**config.mk**
```make
export PLATFORM = sky130hd
export DESIGN_NAME = gcr_regbank
export DESIGN_NICKNAME = d
export VERILOG_FILES = /design/src/gcr_pkg.sv /design/src/gcr_pin_if.sv /design/src/gcr_regbank.sv /design/src/gcr_gpio_pin.sv
export SDC_FILE = /design/constraint.sdc
export NUM_CORES = 1
export LEC_CHECK = 0
export BUFFER_PORTS_ARGS = -buffer_cell sky130_fd_sc_hd__buf_2
export CAP_MARGIN = 25
export CORE_ASPECT_RATIO = 1.5
export CORE_MARGIN = 2
export CORE_UTILIZATION = 45
export DETAILED_ROUTE_END_ITERATION = 8
export PLACE_DENSITY = 0.66
export SETUP_SLACK_MARGIN = 0.1
export SLEW_MARGIN = 20
export SYNTH_ARGS = -nofsm -noshare
export SYNTH_HDL_FRONTEND = slang
export SYNTH_SLANG_ARGS = --single-unit
```
**constraint.sdc**
```tcl
create_clock -name core_clk_in -period 2.7 [get_ports core_clk_in]
set_clock_uncertainty 0.15 [all_clocks]
set_input_delay 0.135 -clock core_clk_in [delete_from_list [all_inputs] [get_ports core_clk_in]]
set_output_delay 0.135 -clock core_clk_in [all_outputs]
set_load 0.01 [all_outputs]
```
**src/gcr_pkg.sv**
```systemverilog
// Constants and types for the channel global configuration register bank
package gcr_pkg;
    localparam int unsigned ADDR_WIDTH  = 12;
    localparam logic [11:0] ADDR_BANK    = 12'h000;
    localparam logic [11:0] ADDR_MCFG1   = 12'h009;
    localparam logic [11:0] ADDR_MCFG2   = 12'h00a;
    localparam logic [11:0] ADDR_PLL_ENABLES   = 12'h00b;
    localparam logic [11:0] ADDR_INPUT_CLOCK_ENABLES    = 12'h00c;
    localparam logic [11:0] ADDR_OUTPUT_CLOCK_ENABLES    = 12'h00d;
    localparam logic [11:0] ADDR_PINCFG  = 12'h00e;
    localparam logic [11:0] ADDR_STEP    = 12'h001;

    localparam logic [7:0]  RST_VAL      = 8'h00;
    localparam logic [7:0]  MASK_MCFG1   = 8'hbf;
    localparam logic [7:0]  MASK_MCFG2   = 8'h77;
    localparam logic [7:0]  MASK_PLL_ENABLES   = 8'h11;
    localparam logic [7:0]  MASK_CLKEN   = 8'h07;
    localparam logic [7:0]  MASK_PINCFG  = 8'hff;

    localparam int unsigned BIT_SOFT_RST = 7;
    localparam int unsigned BIT_SEL_IC1  = 5;
    localparam int unsigned BIT_SEL_XA   = 4;
    localparam int unsigned BIT_RING_PD  = 3;
    localparam int unsigned BIT_AINC_DIS = 4;
    localparam int unsigned BIT_DPLL_EN  = 4;
    localparam int unsigned BIT_APLL_EN  = 0;
    localparam int unsigned LSB_EXT_SRC  = 5;
    localparam int unsigned LSB_PIN1     = 4;
    localparam int unsigned LSB_PIN0     = 0;

    localparam logic [1:0]  XAB_ON       = 2'h2;
    localparam logic [3:0]  PIN_IN       = 4'h0;
    localparam logic [3:0]  PIN_IN_INV   = 4'h1;
    localparam logic [3:0]  PIN_OUT_LO   = 4'h2;
    localparam logic [3:0]  PIN_OUT_HI   = 4'h3;
    localparam logic [3:0]  PIN_ST_TRUE  = 4'h4;
    localparam logic [3:0]  PIN_ST_INV   = 4'h5;
    localparam logic [3:0]  PIN_ST_OD1Z  = 4'h6;
    localparam logic [3:0]  PIN_ST_OD0Z  = 4'h7;

    typedef enum logic [1:0] {
        GCR_SRC_RING,
        GCR_SRC_XA,
        GCR_SRC_IC1
    } gcr_mclk_src_t;

    typedef struct packed {
        logic          soft_rst;
        gcr_mclk_src_t src;
        logic          ring_pd;
        logic          xa_en;
        logic [1:0]    range;
        logic          range_used;
        logic          dpll_en;
        logic          apll_en;
        logic [2:0]    ic_en;
        logic [2:0]    oc_en;
        logic          ext_sw;
    } gcr_ctl_t;
endpackage : gcr_pkg

```
**src/gcr_pin_if.sv**
```systemverilog
// Interface between the register bank and one general-purpose pin block
`timescale 1ns/1ps
interface gcr_pin_if;
    logic [3:0] mode;
    logic       status_bit;
    logic       level;
    logic       drive;
    logic       oe;

    modport bank (output mode, output status_bit, input level, input drive, input oe);
    modport pin  (input mode, input status_bit, output level, output drive, output oe);
endinterface : gcr_pin_if

```
**src/gcr_regbank.sv**
```systemverilog
// Channel global configuration register bank with serial-port address pointer
`timescale 1ns/1ps
module gcr_regbank #(
    parameter int unsigned ADDR_W = gcr_pkg::ADDR_WIDTH
) (
    input  wire logic              core_clk_in,
    input  wire logic              srst_in,
    input  wire logic              hw_rst_n_in,
    input  wire logic [2:0]        strap_mclk_in,
    input  wire logic              host_addr_load_in,
    input  wire logic [ADDR_W-1:0] host_addr_in,
    input  wire logic              host_wr_in,
    input  wire logic              host_rd_in,
    input  wire logic [7:0]        host_wdata_in,
    output logic      [7:0]        host_rdata_out,
    output logic                   host_rdata_valid_out,
    output logic                   ee_sel_out,
    output logic                   ee_wr_out,
    output logic                   ee_rd_out,
    output logic      [ADDR_W-1:0] ee_addr_out,
    output logic      [7:0]        ee_wdata_out,
    input  wire logic [7:0]        ee_rdata_in,
    input  wire logic              nco_only_in,
    input  wire logic              ext_sw_en_in,
    input  wire logic [1:0]        gpio23_level_in,
    input  wire logic              pin0_status_in,
    input  wire logic              pin1_status_in,
    input  wire logic              gpio0_pin_in,
    output logic                   gpio0_pin_out,
    output logic                   gpio0_pin_oe_out,
    input  wire logic              gpio1_pin_in,
    output logic                   gpio1_pin_out,
    output logic                   gpio1_pin_oe_out,
    output logic      [1:0]        pin_level_status_out,
    output logic                   channel_reset_out,
    output logic      [1:0]        mclk_src_out,
    output logic                   ring_osc_pd_out,
    output logic                   xa_enable_out,
    output logic      [1:0]        mclk_range_out,
    output logic                   mclk_range_used_out,
    output logic                   dpll_en_out,
    output logic                   apll_en_out,
    output logic      [2:0]        ic_en_out,
    output logic      [2:0]        oc_en_out,
    output logic                   ext_switch_out
);
    // ****************************************
    // Hardware reset pin and strap capture
    // ****************************************
    logic       hwr_meta_q;
    logic       hwr_sync_q;
    logic [2:0] strap_meta_q;
    logic [2:0] strap_sync_q;
    logic [2:0] strap_d;
    logic [2:0] strap_q;
    logic       hard_rst;

    assign hard_rst = srst_in | ~hwr_sync_q;

    always_comb begin
        strap_d = strap_q;
        if (!hwr_sync_q) begin
            strap_d = strap_sync_q;
        end
    end

    // Reset pin reads as asserted during srst_in, so straps are captured then too
    always_ff @(posedge core_clk_in) begin
        if (srst_in) begin
            hwr_meta_q <= 1'b0;
            hwr_sync_q <= 1'b0;
        end else begin
            hwr_meta_q <= hw_rst_n_in;
            hwr_sync_q <= hwr_meta_q;
        end
    end

    always_ff @(posedge core_clk_in) begin
        strap_meta_q <= strap_mclk_in;
        strap_sync_q <= strap_meta_q;
        strap_q      <= strap_d;
    end

    // ****************************************
    // Register file and address pointer
    // ****************************************
    logic              bank_d, bank_q;
    logic [7:0]        mcfg1_d, mcfg1_q;
    logic [7:0]        mcfg2_d, mcfg2_q;
    logic [7:0]        pll_enables_d, pll_enables_q;
    logic [7:0]        input_clock_enables_d, input_clock_enables_q;
    logic [7:0]        output_clock_enables_d, output_clock_enables_q;
    logic [7:0]        pincfg_d, pincfg_q;
    logic [ADDR_W-1:0] ptr_d, ptr_q;
    logic              xfer_wr;
    logic              xfer_rd;
    logic              ee_hit;
    logic              soft_d;

    assign xfer_wr = host_wr_in & ~host_addr_load_in;
    assign xfer_rd = host_rd_in & ~host_wr_in & ~host_addr_load_in;
    assign ee_hit  = bank_q & (ptr_q != gcr_pkg::ADDR_BANK);

    always_comb begin
        bank_d   = bank_q;
        mcfg1_d  = mcfg1_q;
        mcfg2_d  = mcfg2_q;
        pll_enables_d  = pll_enables_q;
        input_clock_enables_d   = input_clock_enables_q;
        output_clock_enables_d   = output_clock_enables_q;
        pincfg_d = pincfg_q;
        ptr_d    = ptr_q;
        if (xfer_wr && (ptr_q == gcr_pkg::ADDR_BANK)) begin
            bank_d = host_wdata_in[0];
        end else if (xfer_wr && !ee_hit) begin
            // Writes to unused addresses are dropped; reserved bits are masked to zero
            unique case (ptr_q)
                gcr_pkg::ADDR_MCFG1:  mcfg1_d  = host_wdata_in & gcr_pkg::MASK_MCFG1;
                gcr_pkg::ADDR_MCFG2:  mcfg2_d  = host_wdata_in & gcr_pkg::MASK_MCFG2;
                gcr_pkg::ADDR_PLL_ENABLES:  pll_enables_d  = host_wdata_in & gcr_pkg::MASK_PLL_ENABLES;
                gcr_pkg::ADDR_INPUT_CLOCK_ENABLES:   input_clock_enables_d   = host_wdata_in & gcr_pkg::MASK_CLKEN;
                gcr_pkg::ADDR_OUTPUT_CLOCK_ENABLES:   output_clock_enables_d   = host_wdata_in & gcr_pkg::MASK_CLKEN;
                gcr_pkg::ADDR_PINCFG: pincfg_d = host_wdata_in & gcr_pkg::MASK_PINCFG;
                default:              pincfg_d = pincfg_q;
            endcase
        end
        soft_d = mcfg1_d[gcr_pkg::BIT_SOFT_RST];
        if (soft_d) begin
            // Every register but the reset bit is held at its default; the address pointer still loads and advances
            bank_d   = 1'b0;
            mcfg1_d  = gcr_pkg::RST_VAL;
            mcfg1_d[gcr_pkg::BIT_SOFT_RST] = 1'b1;
            mcfg2_d  = {gcr_pkg::RST_VAL[7:3], strap_q};
            pll_enables_d  = gcr_pkg::RST_VAL;
            input_clock_enables_d   = gcr_pkg::RST_VAL;
            output_clock_enables_d   = gcr_pkg::RST_VAL;
            pincfg_d = gcr_pkg::RST_VAL;
        end
        if (host_addr_load_in) begin
            ptr_d = host_addr_in;
        end else if ((xfer_wr || xfer_rd) && !mcfg2_q[gcr_pkg::BIT_AINC_DIS]) begin
            ptr_d = ptr_q + gcr_pkg::ADDR_STEP;
        end
    end

    always_ff @(posedge core_clk_in) begin
        if (hard_rst) begin
            bank_q   <= 1'b0;
            mcfg1_q  <= gcr_pkg::RST_VAL;
            mcfg2_q  <= {gcr_pkg::RST_VAL[7:3], strap_d};
            pll_enables_q  <= gcr_pkg::RST_VAL;
            input_clock_enables_q   <= gcr_pkg::RST_VAL;
            output_clock_enables_q   <= gcr_pkg::RST_VAL;
            pincfg_q <= gcr_pkg::RST_VAL;
            ptr_q    <= gcr_pkg::ADDR_BANK;
        end else begin
            bank_q   <= bank_d;
            mcfg1_q  <= mcfg1_d;
            mcfg2_q  <= mcfg2_d;
            pll_enables_q  <= pll_enables_d;
            input_clock_enables_q   <= input_clock_enables_d;
            output_clock_enables_q   <= output_clock_enables_d;
            pincfg_q <= pincfg_d;
            ptr_q    <= ptr_d;
        end
    end

    // ****************************************
    // Read path and EEPROM window
    // ****************************************
    logic              rd_pend_d, rd_pend_q;
    logic              rd_ee_d, rd_ee_q;
    logic [ADDR_W-1:0] rd_addr_d, rd_addr_q;
    logic [7:0]        rdata_d, rdata_q;
    logic              rvalid_d, rvalid_q;
    logic              ee_wr_d, ee_wr_q;
    logic              ee_rd_d, ee_rd_q;
    logic [ADDR_W-1:0] ee_addr_d, ee_addr_q;
    logic [7:0]        ee_wdata_d, ee_wdata_q;

    always_comb begin
        rd_pend_d  = xfer_rd;
        rd_ee_d    = xfer_rd & ee_hit;
        rd_addr_d  = ptr_q;
        ee_wr_d    = xfer_wr & ee_hit;
        ee_rd_d    = xfer_rd & ee_hit;
        ee_addr_d  = (xfer_wr || xfer_rd) ? ptr_q : ee_addr_q;
        ee_wdata_d = xfer_wr ? host_wdata_in : ee_wdata_q;
        rvalid_d   = rd_pend_q;
        rdata_d    = rdata_q;
        if (rd_pend_q && rd_ee_q) begin
            rdata_d = ee_rdata_in;
        end else if (rd_pend_q) begin
            unique case (rd_addr_q)
                gcr_pkg::ADDR_MCFG1:  rdata_d = mcfg1_q;
                gcr_pkg::ADDR_MCFG2:  rdata_d = mcfg2_q;
                gcr_pkg::ADDR_PLL_ENABLES:  rdata_d = pll_enables_q;
                gcr_pkg::ADDR_INPUT_CLOCK_ENABLES:   rdata_d = input_clock_enables_q;
                gcr_pkg::ADDR_OUTPUT_CLOCK_ENABLES:   rdata_d = output_clock_enables_q;
                gcr_pkg::ADDR_PINCFG: rdata_d = pincfg_q;
                default:              rdata_d = gcr_pkg::RST_VAL;
            endcase
        end
    end

    always_ff @(posedge core_clk_in) begin
        if (hard_rst) begin
            rd_pend_q  <= 1'b0;
            rd_ee_q    <= 1'b0;
            rd_addr_q  <= gcr_pkg::ADDR_BANK;
            rdata_q    <= gcr_pkg::RST_VAL;
            rvalid_q   <= 1'b0;
            ee_wr_q    <= 1'b0;
            ee_rd_q    <= 1'b0;
            ee_addr_q  <= gcr_pkg::ADDR_BANK;
            ee_wdata_q <= gcr_pkg::RST_VAL;
        end else begin
            rd_pend_q  <= rd_pend_d;
            rd_ee_q    <= rd_ee_d;
            rd_addr_q  <= rd_addr_d;
            rdata_q    <= rdata_d;
            rvalid_q   <= rvalid_d;
            ee_wr_q    <= ee_wr_d;
            ee_rd_q    <= ee_rd_d;
            ee_addr_q  <= ee_addr_d;
            ee_wdata_q <= ee_wdata_d;
        end
    end

    // ****************************************
    // General-purpose pins
    // ****************************************
    gcr_pin_if pin0_if ();
    gcr_pin_if pin1_if ();

    assign pin0_if.mode       = pincfg_q[gcr_pkg::LSB_PIN0 +: 4];
    assign pin0_if.status_bit = pin0_status_in;
    assign pin1_if.mode       = pincfg_q[gcr_pkg::LSB_PIN1 +: 4];
    assign pin1_if.status_bit = pin1_status_in;

    gcr_gpio_pin u_pin0 (
        .core_clk_in (core_clk_in),
        .srst_in     (hard_rst),
        .pin_in      (gpio0_pin_in),
        .cfg         (pin0_if.pin)
    );

    gcr_gpio_pin u_pin1 (
        .core_clk_in (core_clk_in),
        .srst_in     (hard_rst),
        .pin_in      (gpio1_pin_in),
        .cfg         (pin1_if.pin)
    );

    // ****************************************
    // Channel control outputs
    // ****************************************
    gcr_pkg::gcr_ctl_t ctl_d, ctl_q;
    logic [3:0]        pin_levels;

    assign pin_levels = {gpio23_level_in, pin1_if.level, pin0_if.level};

    always_comb begin
        ctl_d          = ctl_q;
        ctl_d.soft_rst = mcfg1_q[gcr_pkg::BIT_SOFT_RST];
        if (mcfg1_q[gcr_pkg::BIT_SEL_IC1]) begin
            ctl_d.src = gcr_pkg::GCR_SRC_IC1;
        end else if (mcfg1_q[gcr_pkg::BIT_SEL_XA]) begin
            ctl_d.src = gcr_pkg::GCR_SRC_XA;
        end else begin
            ctl_d.src = gcr_pkg::GCR_SRC_RING;
        end
        ctl_d.ring_pd    = mcfg1_q[gcr_pkg::BIT_RING_PD];
        ctl_d.xa_en      = (mcfg1_q[1:0] == gcr_pkg::XAB_ON);
        ctl_d.range      = mcfg2_q[2:1];
        ctl_d.range_used = ~nco_only_in;
        ctl_d.dpll_en    = pll_enables_q[gcr_pkg::BIT_DPLL_EN];
        ctl_d.apll_en    = pll_enables_q[gcr_pkg::BIT_APLL_EN];
        ctl_d.ic_en      = input_clock_enables_q[2:0];
        ctl_d.oc_en      = output_clock_enables_q[2:0];
        ctl_d.ext_sw     = ext_sw_en_in & pin_levels[mcfg2_q[gcr_pkg::LSB_EXT_SRC +: 2]];
    end

    always_ff @(posedge core_clk_in) begin
        if (hard_rst) begin
            ctl_q <= '0;
        end else begin
            ctl_q <= ctl_d;
        end
    end

    assign host_rdata_out       = rdata_q;
    assign host_rdata_valid_out = rvalid_q;
    assign ee_sel_out           = bank_q;
    assign ee_wr_out            = ee_wr_q;
    assign ee_rd_out            = ee_rd_q;
    assign ee_addr_out          = ee_addr_q;
    assign ee_wdata_out         = ee_wdata_q;
    assign gpio0_pin_out        = pin0_if.drive;
    assign gpio0_pin_oe_out     = pin0_if.oe;
    assign gpio1_pin_out        = pin1_if.drive;
    assign gpio1_pin_oe_out     = pin1_if.oe;
    assign pin_level_status_out = {pin1_if.level, pin0_if.level};
    assign channel_reset_out    = ctl_q.soft_rst;
    assign mclk_src_out         = ctl_q.src;
    assign ring_osc_pd_out      = ctl_q.ring_pd;
    assign xa_enable_out        = ctl_q.xa_en;
    assign mclk_range_out       = ctl_q.range;
    assign mclk_range_used_out  = ctl_q.range_used;
    assign dpll_en_out          = ctl_q.dpll_en;
    assign apll_en_out          = ctl_q.apll_en;
    assign ic_en_out            = ctl_q.ic_en;
    assign oc_en_out            = ctl_q.oc_en;
    assign ext_switch_out       = ctl_q.ext_sw;
endmodule : gcr_regbank

```
**src/gcr_gpio_pin.sv**
```systemverilog
// One general-purpose pin: input sampling, driven output and status output
`timescale 1ns/1ps
module gcr_gpio_pin (
    input  wire logic core_clk_in,
    input  wire logic srst_in,
    input  wire logic pin_in,
    gcr_pin_if.pin    cfg
);
    logic meta_q;
    logic sync_q;
    logic level_d;
    logic level_q;
    logic drive_d;
    logic drive_q;
    logic oe_d;
    logic oe_q;

    // ****************************************
    // Pin function decode
    // ****************************************
    always_comb begin
        level_d = sync_q;
        drive_d = 1'b0;
        oe_d    = 1'b0;
        unique case (cfg.mode)
            gcr_pkg::PIN_IN_INV: begin
                level_d = ~sync_q;
            end
            gcr_pkg::PIN_OUT_LO: begin
                oe_d = 1'b1;
            end
            gcr_pkg::PIN_OUT_HI: begin
                drive_d = 1'b1;
                oe_d    = 1'b1;
            end
            gcr_pkg::PIN_ST_TRUE: begin
                drive_d = cfg.status_bit;
                oe_d    = 1'b1;
            end
            gcr_pkg::PIN_ST_INV: begin
                drive_d = ~cfg.status_bit;
                oe_d    = 1'b1;
            end
            gcr_pkg::PIN_ST_OD1Z: begin
                oe_d = ~cfg.status_bit;
            end
            gcr_pkg::PIN_ST_OD0Z: begin
                oe_d = cfg.status_bit;
            end
            default: begin
                // Plain input and unused codes leave the pin undriven
                oe_d = 1'b0;
            end
        endcase
    end

    always_ff @(posedge core_clk_in) begin
        if (srst_in) begin
            meta_q  <= 1'b0;
            sync_q  <= 1'b0;
            level_q <= 1'b0;
            drive_q <= 1'b0;
            oe_q    <= 1'b0;
        end else begin
            meta_q  <= pin_in;
            sync_q  <= meta_q;
            level_q <= level_d;
            drive_q <= drive_d;
            oe_q    <= oe_d;
        end
    end

    assign cfg.level = level_q;
    assign cfg.drive = drive_q;
    assign cfg.oe    = oe_q;
endmodule : gcr_gpio_pin

```
=== Word level (Yosys, flattened, before mapping) ===
Cells that the tools add are included.

* Output and inout port bits: 55
* Register bits after elaboration: 124
* Bits of input ports: 45

* Muxes and demuxes: 25
* $add $sub $neg: 1
* Magnitude comparators: 1
* Equal/unequal tests: 28
* Reduce and logical (&&, ||, !) cells: 24
* Bitwise gates (word level): 17

{| class="wikitable"
|+ Operator list
! operator !! number
|-
| $eq A12 B4 Y1 const B || 12
|-
| $mux W8 || 6
|-
| $pmux W8 S6 || 1
|-
| $eq A4 B3 Y1 const B || 8
|-
| $mux W12 || 2
|-
| $reduce_and A3 Y1 || 7
|-
| $mux W3 || 6
|-
| $eq A4 B2 Y1 const B || 4
|-
| $add A12 B1 Y12 const B || 1
|-
| $logic_not A12 Y1 || 1
|-
| $pmux W1 S3 || 4
|-
| $reduce_bool A12 Y1 || 1
|-
| $not A1 Y1 || 9
|-
| $eq A4 B1 Y1 const B || 2
|-
| $reduce_or A4 Y1 || 2
|-
| $and A1 B1 Y1 || 7
|-
| $reduce_bool A3 Y1 || 2
|-
| $logic_and A1 B1 Y1 || 4
|-
| $mux W1 || 4
|-
| $reduce_bool A2 Y1 || 2
|-
| $reduce_or A2 Y1 || 2
|-
| $lt A2 B3 Y1 const B || 1
|-
| $ne A3 B3 Y1 const B || 1
|-
| $bmux W1 S2 || 1
|-
| 5 further kinds || 6
|}

=== Longest topological paths before layout ===
* Word-level depth: 8
* Depth in mapped cells: 7

=== Cells and area by module ===
Synthesis repeated with hierarchy kept, for this count alone.

* Cell total of the unflattened synthesis: 541
* Area, all modules: 5,089.9 um^2

{| class="wikitable"
|+ Modules (own cells, without submodules)
! module !! cells each !! seq. area each (um^2) !! area an instance (um^2) !! instances
|-
| gcr_regbank || 505 || 2,312.2 || 4,672.0 || 1
|-
| gcr_gpio_pin || 18 || 100.1 || 209.0 || 2
|}

=== Worst setup path before layout ===
Ideal clock, no wire load.

* Path type: register to register
* From: reg ptr_q[1]
* To: reg mcfg2_q[0] (enable)
* Period minus slack after synthesis: 2,252 ps
* Stages on the path, launching flop included: 8
* Data arrival time: 1,793 ps
* Slack: 448 ps
* Path buffers: 1
* Cell sequence: dfxtp_1 -> inv_1 -> ha_1 -> nor4bb_1 -> nand4_4 -> buf_4 -> o21a_1 -> nand3_1

* Word-level cells in the longest chain between the ends: 8
* Elaborated cells on any way between the ends: 15
* Those cells by class: 3 x eq/ne; 3 x mux; 1 x bitwise; 8 x reduce/logical

{| class="wikitable"
|+ RTL lines
! item !! RTL line !! text
|-
| start: declaration || gcr_regbank.sv:94 || <nowiki>logic [ADDR_W-1:0] ptr_d, ptr_q;</nowiki>
|-
| start signal: assignment || gcr_regbank.sv:155 || <nowiki>ptr_q <= gcr_pkg::ADDR_BANK;</nowiki>
|-
| start signal: assignment || gcr_regbank.sv:164 || <nowiki>ptr_q <= ptr_d;</nowiki>
|-
| $reduce_bool A12 Y1 || gcr_regbank.sv:102 || <nowiki>assign ee_hit = bank_q & (ptr_q != gcr_pkg::ADDR_BANK);</nowiki>
|-
| $and A1 B1 Y1 || gcr_regbank.sv:102 ||
|-
| $logic_not A1 Y1 || gcr_regbank.sv:115 || <nowiki>end else if (xfer_wr && !ee_hit) begin</nowiki>
|-
| $logic_and A1 B1 Y1 || gcr_regbank.sv:115 ||
|-
| $mux W8 || gcr_regbank.sv:115 ||
|-
| $mux W8 || gcr_regbank.sv:113 || <nowiki>if (xfer_wr && (ptr_q == gcr_pkg::ADDR_BANK)) begin</nowiki>
|-
| $ne A3 B3 Y1 (no line) / $reduce_bool A3 Y1 (equally long branches) || n/a ||
|-
| $reduce_and A3 Y1 (no line) (*) || n/a ||
|-
| end signal: assignment || gcr_regbank.sv:150 || <nowiki>mcfg2_q <= {gcr_pkg::RST_VAL[7:3], strap_d};</nowiki>
|-
| end signal: assignment || gcr_regbank.sv:159 || <nowiki>mcfg2_q <= mcfg2_d;</nowiki>
|-
| end: declaration || gcr_regbank.sv:89 || <nowiki>logic [7:0] mcfg2_d, mcfg2_q;</nowiki>
|}

Every way passes the cells marked *; elsewhere a longest branch is shown, timed or not.
A chain may end at the register's enable or synchronous reset.

=== Worst setup path in the final report ===
* From: reg ptr_q[1]
* To: reg mcfg2_q[2], data pin

* Word-level cells in the longest chain between the ends: 8
* Elaborated cells on any way between the ends: 12
* Those cells by class: 1 x eq/ne; 5 x mux; 1 x bitwise; 5 x reduce/logical

{| class="wikitable"
|+ RTL lines
! item !! RTL line !! text
|-
| $reduce_bool A12 Y1 || gcr_regbank.sv:102 ||
|-
| $and A1 B1 Y1 || gcr_regbank.sv:102 ||
|-
| $logic_not A1 Y1 || gcr_regbank.sv:115 ||
|-
| $logic_and A1 B1 Y1 || gcr_regbank.sv:115 ||
|-
| $mux W8 || gcr_regbank.sv:115 ||
|-
| $mux W8 (*) || gcr_regbank.sv:113 ||
|-
| $mux W3 (*) || gcr_regbank.sv:128 || <nowiki>if (soft_d) begin</nowiki>
|-
| $mux W3 (*) || gcr_regbank.sv:147 || <nowiki>if (hard_rst) begin</nowiki>
|}

Marked as above.

==> metrics.md <==
| Metric | Value |
|---|---|
| Setup TNS | `0 ns` |
| Total nets after synthesis | `579` |
| Master of the slowest instance on the critical path | `mux2_4` |
| Overflow left after global routing | `0` |
| Input/output buffers | `99` |
| Via count of the first global-routing pass | `4363` |
| Area of all placed cells without fillers | `6660 µm²` |
| Warning count from the yosys run | `0` |
| CTS H-tree depth | `4` |
| Total Routing Usage GR | `22.3%` |
| Required arrival time at the worst endpoint | `2.79 ns` |
| Placeable core area | `11000 µm²` |
| Run status | `finished, final reports clean` |
| Y dimension of the die | `134 µm` |
| Max Cap Viol | `0` |
| Worst supply voltage drop on vdd | `0.518 mV` |
| Vias per cell | `5.32` |
| Leakage | `0.00277 µW` |
| Post-Place Cells | `745` |
| Synthesis-to-layout area growth | `31.6%` |
| Sink count of the clock tree | `124` |
| Final wirelength | `13100 µm` |
| Family with the most delay on the worst path | `simple AND/OR/NAND/NOR gates` |
| Switching Fraction | `19.3%` |
| DRC violations left | `0` |
| Area of the die | `12100 µm²` |
| Cell chain of the critical path | `inv_1, ha_1, nor4bb_1, buf_4, nand4_4, mux2_4, o211ai_1` |
| I/O Pins | `100` |
| First-pass GRT wire length | `21300 µm` |
| Number of buffers inserted during clock tree synthesis | `17` |
| Distinct cells, synth | `60` |
| Actual transition at the worst max-transition pin | `0.690 ns` |
| Combined area of all synthesized cells | `5060 µm²` |
| Number of placement rows | `47` |
| Antenna violations before repair | `0` |
| NetSw | `851 µW` |
| Worst-path clk slew | `0.05 ns` |
| Critical path arrival | `2.48 ns` |
| Share of power burned in combinational logic | `4.3%` |
| Fraction of synthesis flops using an asynchronous set or reset pin | `0%` |
| Crit path max fanout | `12` |
| Final GP Congestion | `0.847` |
| Count of flip-flops with a built-in enable after synthesis | `3` |
| Sequential-to-total area share from yosys stat | `49.6%` |
| Cell-internal power | `3550 µW` |
| HPWL after DPL | `9360 µm` |
| Maximum number of pins on one net before global-route repair | `40` |
| Synth Flop Type | `dfxtp_1` |
| Cell count after synthesis | `530` |
| Final cycle utilization of the critical path | `88.3%` |
| Clock tree from TritonCTS | `built` |
| Setup Slack @ Placement | `0.314 ns` |
| Avg WL per Cell | `16.0 µm` |
| Crit start category | `flop` |
| Setup WS post-layout | `0.316 ns` |
| Final setup violation count | `0` |
| Post-synthesis average cell area | `9.55 µm²` |
| Cell Pwr Density | `661 nW/µm²` |
| Timing-limited maximum frequency | `420 MHz` |
| Post-Route Hold Slack | `0.0175 ns` |
| Fraction of layout cells with a size suffix above 1 | `21.7%` |
| Final-report max-slew violation count | `0` |
| Starting Density | `46.0%` |
| Number of nets in the layout | `709` |
| Fraction of power consumed by the clock network | `53.2%` |
| Clock period minus worst slack | `2.38 ns` |
| Total buffers and inverters traversed by the critical path | `2` |
| Iteration count of the initial detailed-routing pass | `4` |
| Flops & latches, synth | `124` |
| Total setup buffers inserted after CTS | `0` |
| Max-slew headroom | `53.9%` |
| Iteration-0 DRC Markers | `230` |
| Clock Tree Root | `clkbuf_16` |
| Clk buf depth | `2` |
| Insertion delay of the later-clocked pin in the worst-skew pair | `0.41 ns` |
| Placed cell area | `5600 µm²` |
| Post-detailed-route count of antenna-violating nets | `0` |
| Final antenna diode count | `0` |
| Startpoint-to-endpoint class of the critical path | `flop to flop` |
| Reg power frac | `42.5%` |
| Classification of the worst-slack hold path | `input pin to flop` |
| Delay of the slowest cell on the worst path | `0.42 ns` |
| Hold Violations, Final | `0` |
| Post-route insts no fill | `819` |
| Unrepaired setup endpoints after global routing | `false` |
| Via count | `4355` |
| Endpoint type of the worst setup path | `flop` |
| Die X-Extent | `90.6 µm` |
## what timing repair did
item	in CTS	in global routing
gates resized for setup	0	1
setup endpoints to repair	0	12
hold buffers	43	0
endpoints found under the hold margin	64	0
## per-stage QoR
stage          utilization (%)  power [µW]
2_1_floorplan                -        1980
3_3_place_gp              50.9        2050
3_5_place_dp              50.9        2050
4_1_cts                   60.5        4430
5_1_grt                   60.6        4540
6_report                  60.6        4400
## final cells by class
| class | instances | area [µm²] |
|---|---|---|
| clock inverters | 5 | 103 |
| multi-input cells | 360 | 2330 |
| flip-flops and latches | 124 | 2510 |
| repair buffers | 149 | 982 |
| well taps | 147 | 184 |
| inverters | 8 | 30.0 |
| clock buffers | 26 | 520 |
| fillers | 947 | 4340 |
## sequential cells by signal, summed over array words and instances, names as in the netlist, 6 cells and up
register,cells
ee_addr_out,12
rd_addr_q,12
ptr_q,12
ee_wdata_out,8
host_rdata_out,8
mcfg2_q,6
pincfg_q,8
mcfg1_q,7
## synthesized netlist by cell type (6+ instances only)
cell      instances  area, µm²
a21oi_1          32        160
a31oi_1          10       62.6
and2_1           26        163
and3_1            9       56.3
buf_4             6       45.0
clkbuf_1         22       82.6
dfxtp_1         121       2420
inv_1             7       26.3
mux2i_1          39        390
nand2_1          61        229
nand2b_1          8       50.1
nand3_1           8       40.0
nand4_1           9       56.3
nor2_1           47        176
nor2b_1           7       43.8
o21ai_0          18       90.1
## kinds of logic (layout without fill, tap and decap cells)
group                    after synthesis  count (layout)  synth area share (%)
adder cells (fa/ha/maj)                4               4                 0.989
multiplexers                          43              43                  8.68
AO/OA/AOI/OAI                         97              97                  12.9
AND/OR/NAND/NOR                      209             209                  22.2
XOR/XNOR                               7               7                  1.21
buffers and inverters                 46             188                  4.43
flip-flops                           124             124                  49.6
## worst min-delay path: cells and delay by family
family          cells  cell delay, ns
compound gates      2            0.21
buf+inv             1            0.17
## power groups by stage
stage / clock network, µW / logic [µW] / registers (µW)
after floorplan: 0 / 79.1 / 1900
after global placement: 0 / 140 / 1910
after detailed placement: 0 / 141 / 1910
after CTS: 2370 / 188 / 1870
after global routing: 2460 / 208 / 1870
final: 2340 / 189 / 1870
## cells in the final DEF, fill, tap and decap left out, types with 7 or more instances in the layout
cell | netlist | routed
dfxtp_1 | 121 | 121
buf_2 | 5 | 99
nand2_1 | 61 | 61
nor2_1 | 47 | 47
dlygate4sd3_1 | 0 | 43
mux2i_1 | 39 | 39
a21oi_1 | 32 | 32
and2_1 | 26 | 26
o21ai_0 | 18 | 18
clkbuf_16 | 0 | 18
a31oi_1 | 10 | 10
and3_1 | 9 | 9
nand4_1 | 9 | 9
nand2b_1 | 8 | 8
nand3_1 | 8 | 8
inv_1 | 7 | 7
## metal layers
metal / vias to the layer above / global-route usage, % / wire [µm]
met5: - / 0 / 0
met2: 140 / 41.4 / 7120
li1: 2133 / - / -
met4: 0 / 10.4 / 403
met1: 2056 / 23.1 / 5020
met3: 26 / 5.84 / 581
## final timing paths
check | start | to | slack, ns | cells past startpoint
worst max-delay path | ptr_q[1] | mcfg2_q[2] | 0.32 | 7
worst min-delay path | host_addr_load_in | ptr_q[4] | 0.02 | 3
worst max register to register | ptr_q[1] | mcfg2_q[2] | 0.32 | 7
worst min register to register | strap_meta_q[0] | strap_sync_q[0] | 0.17 | 0
No activity file was read; power rests on OpenSTA's default activity.
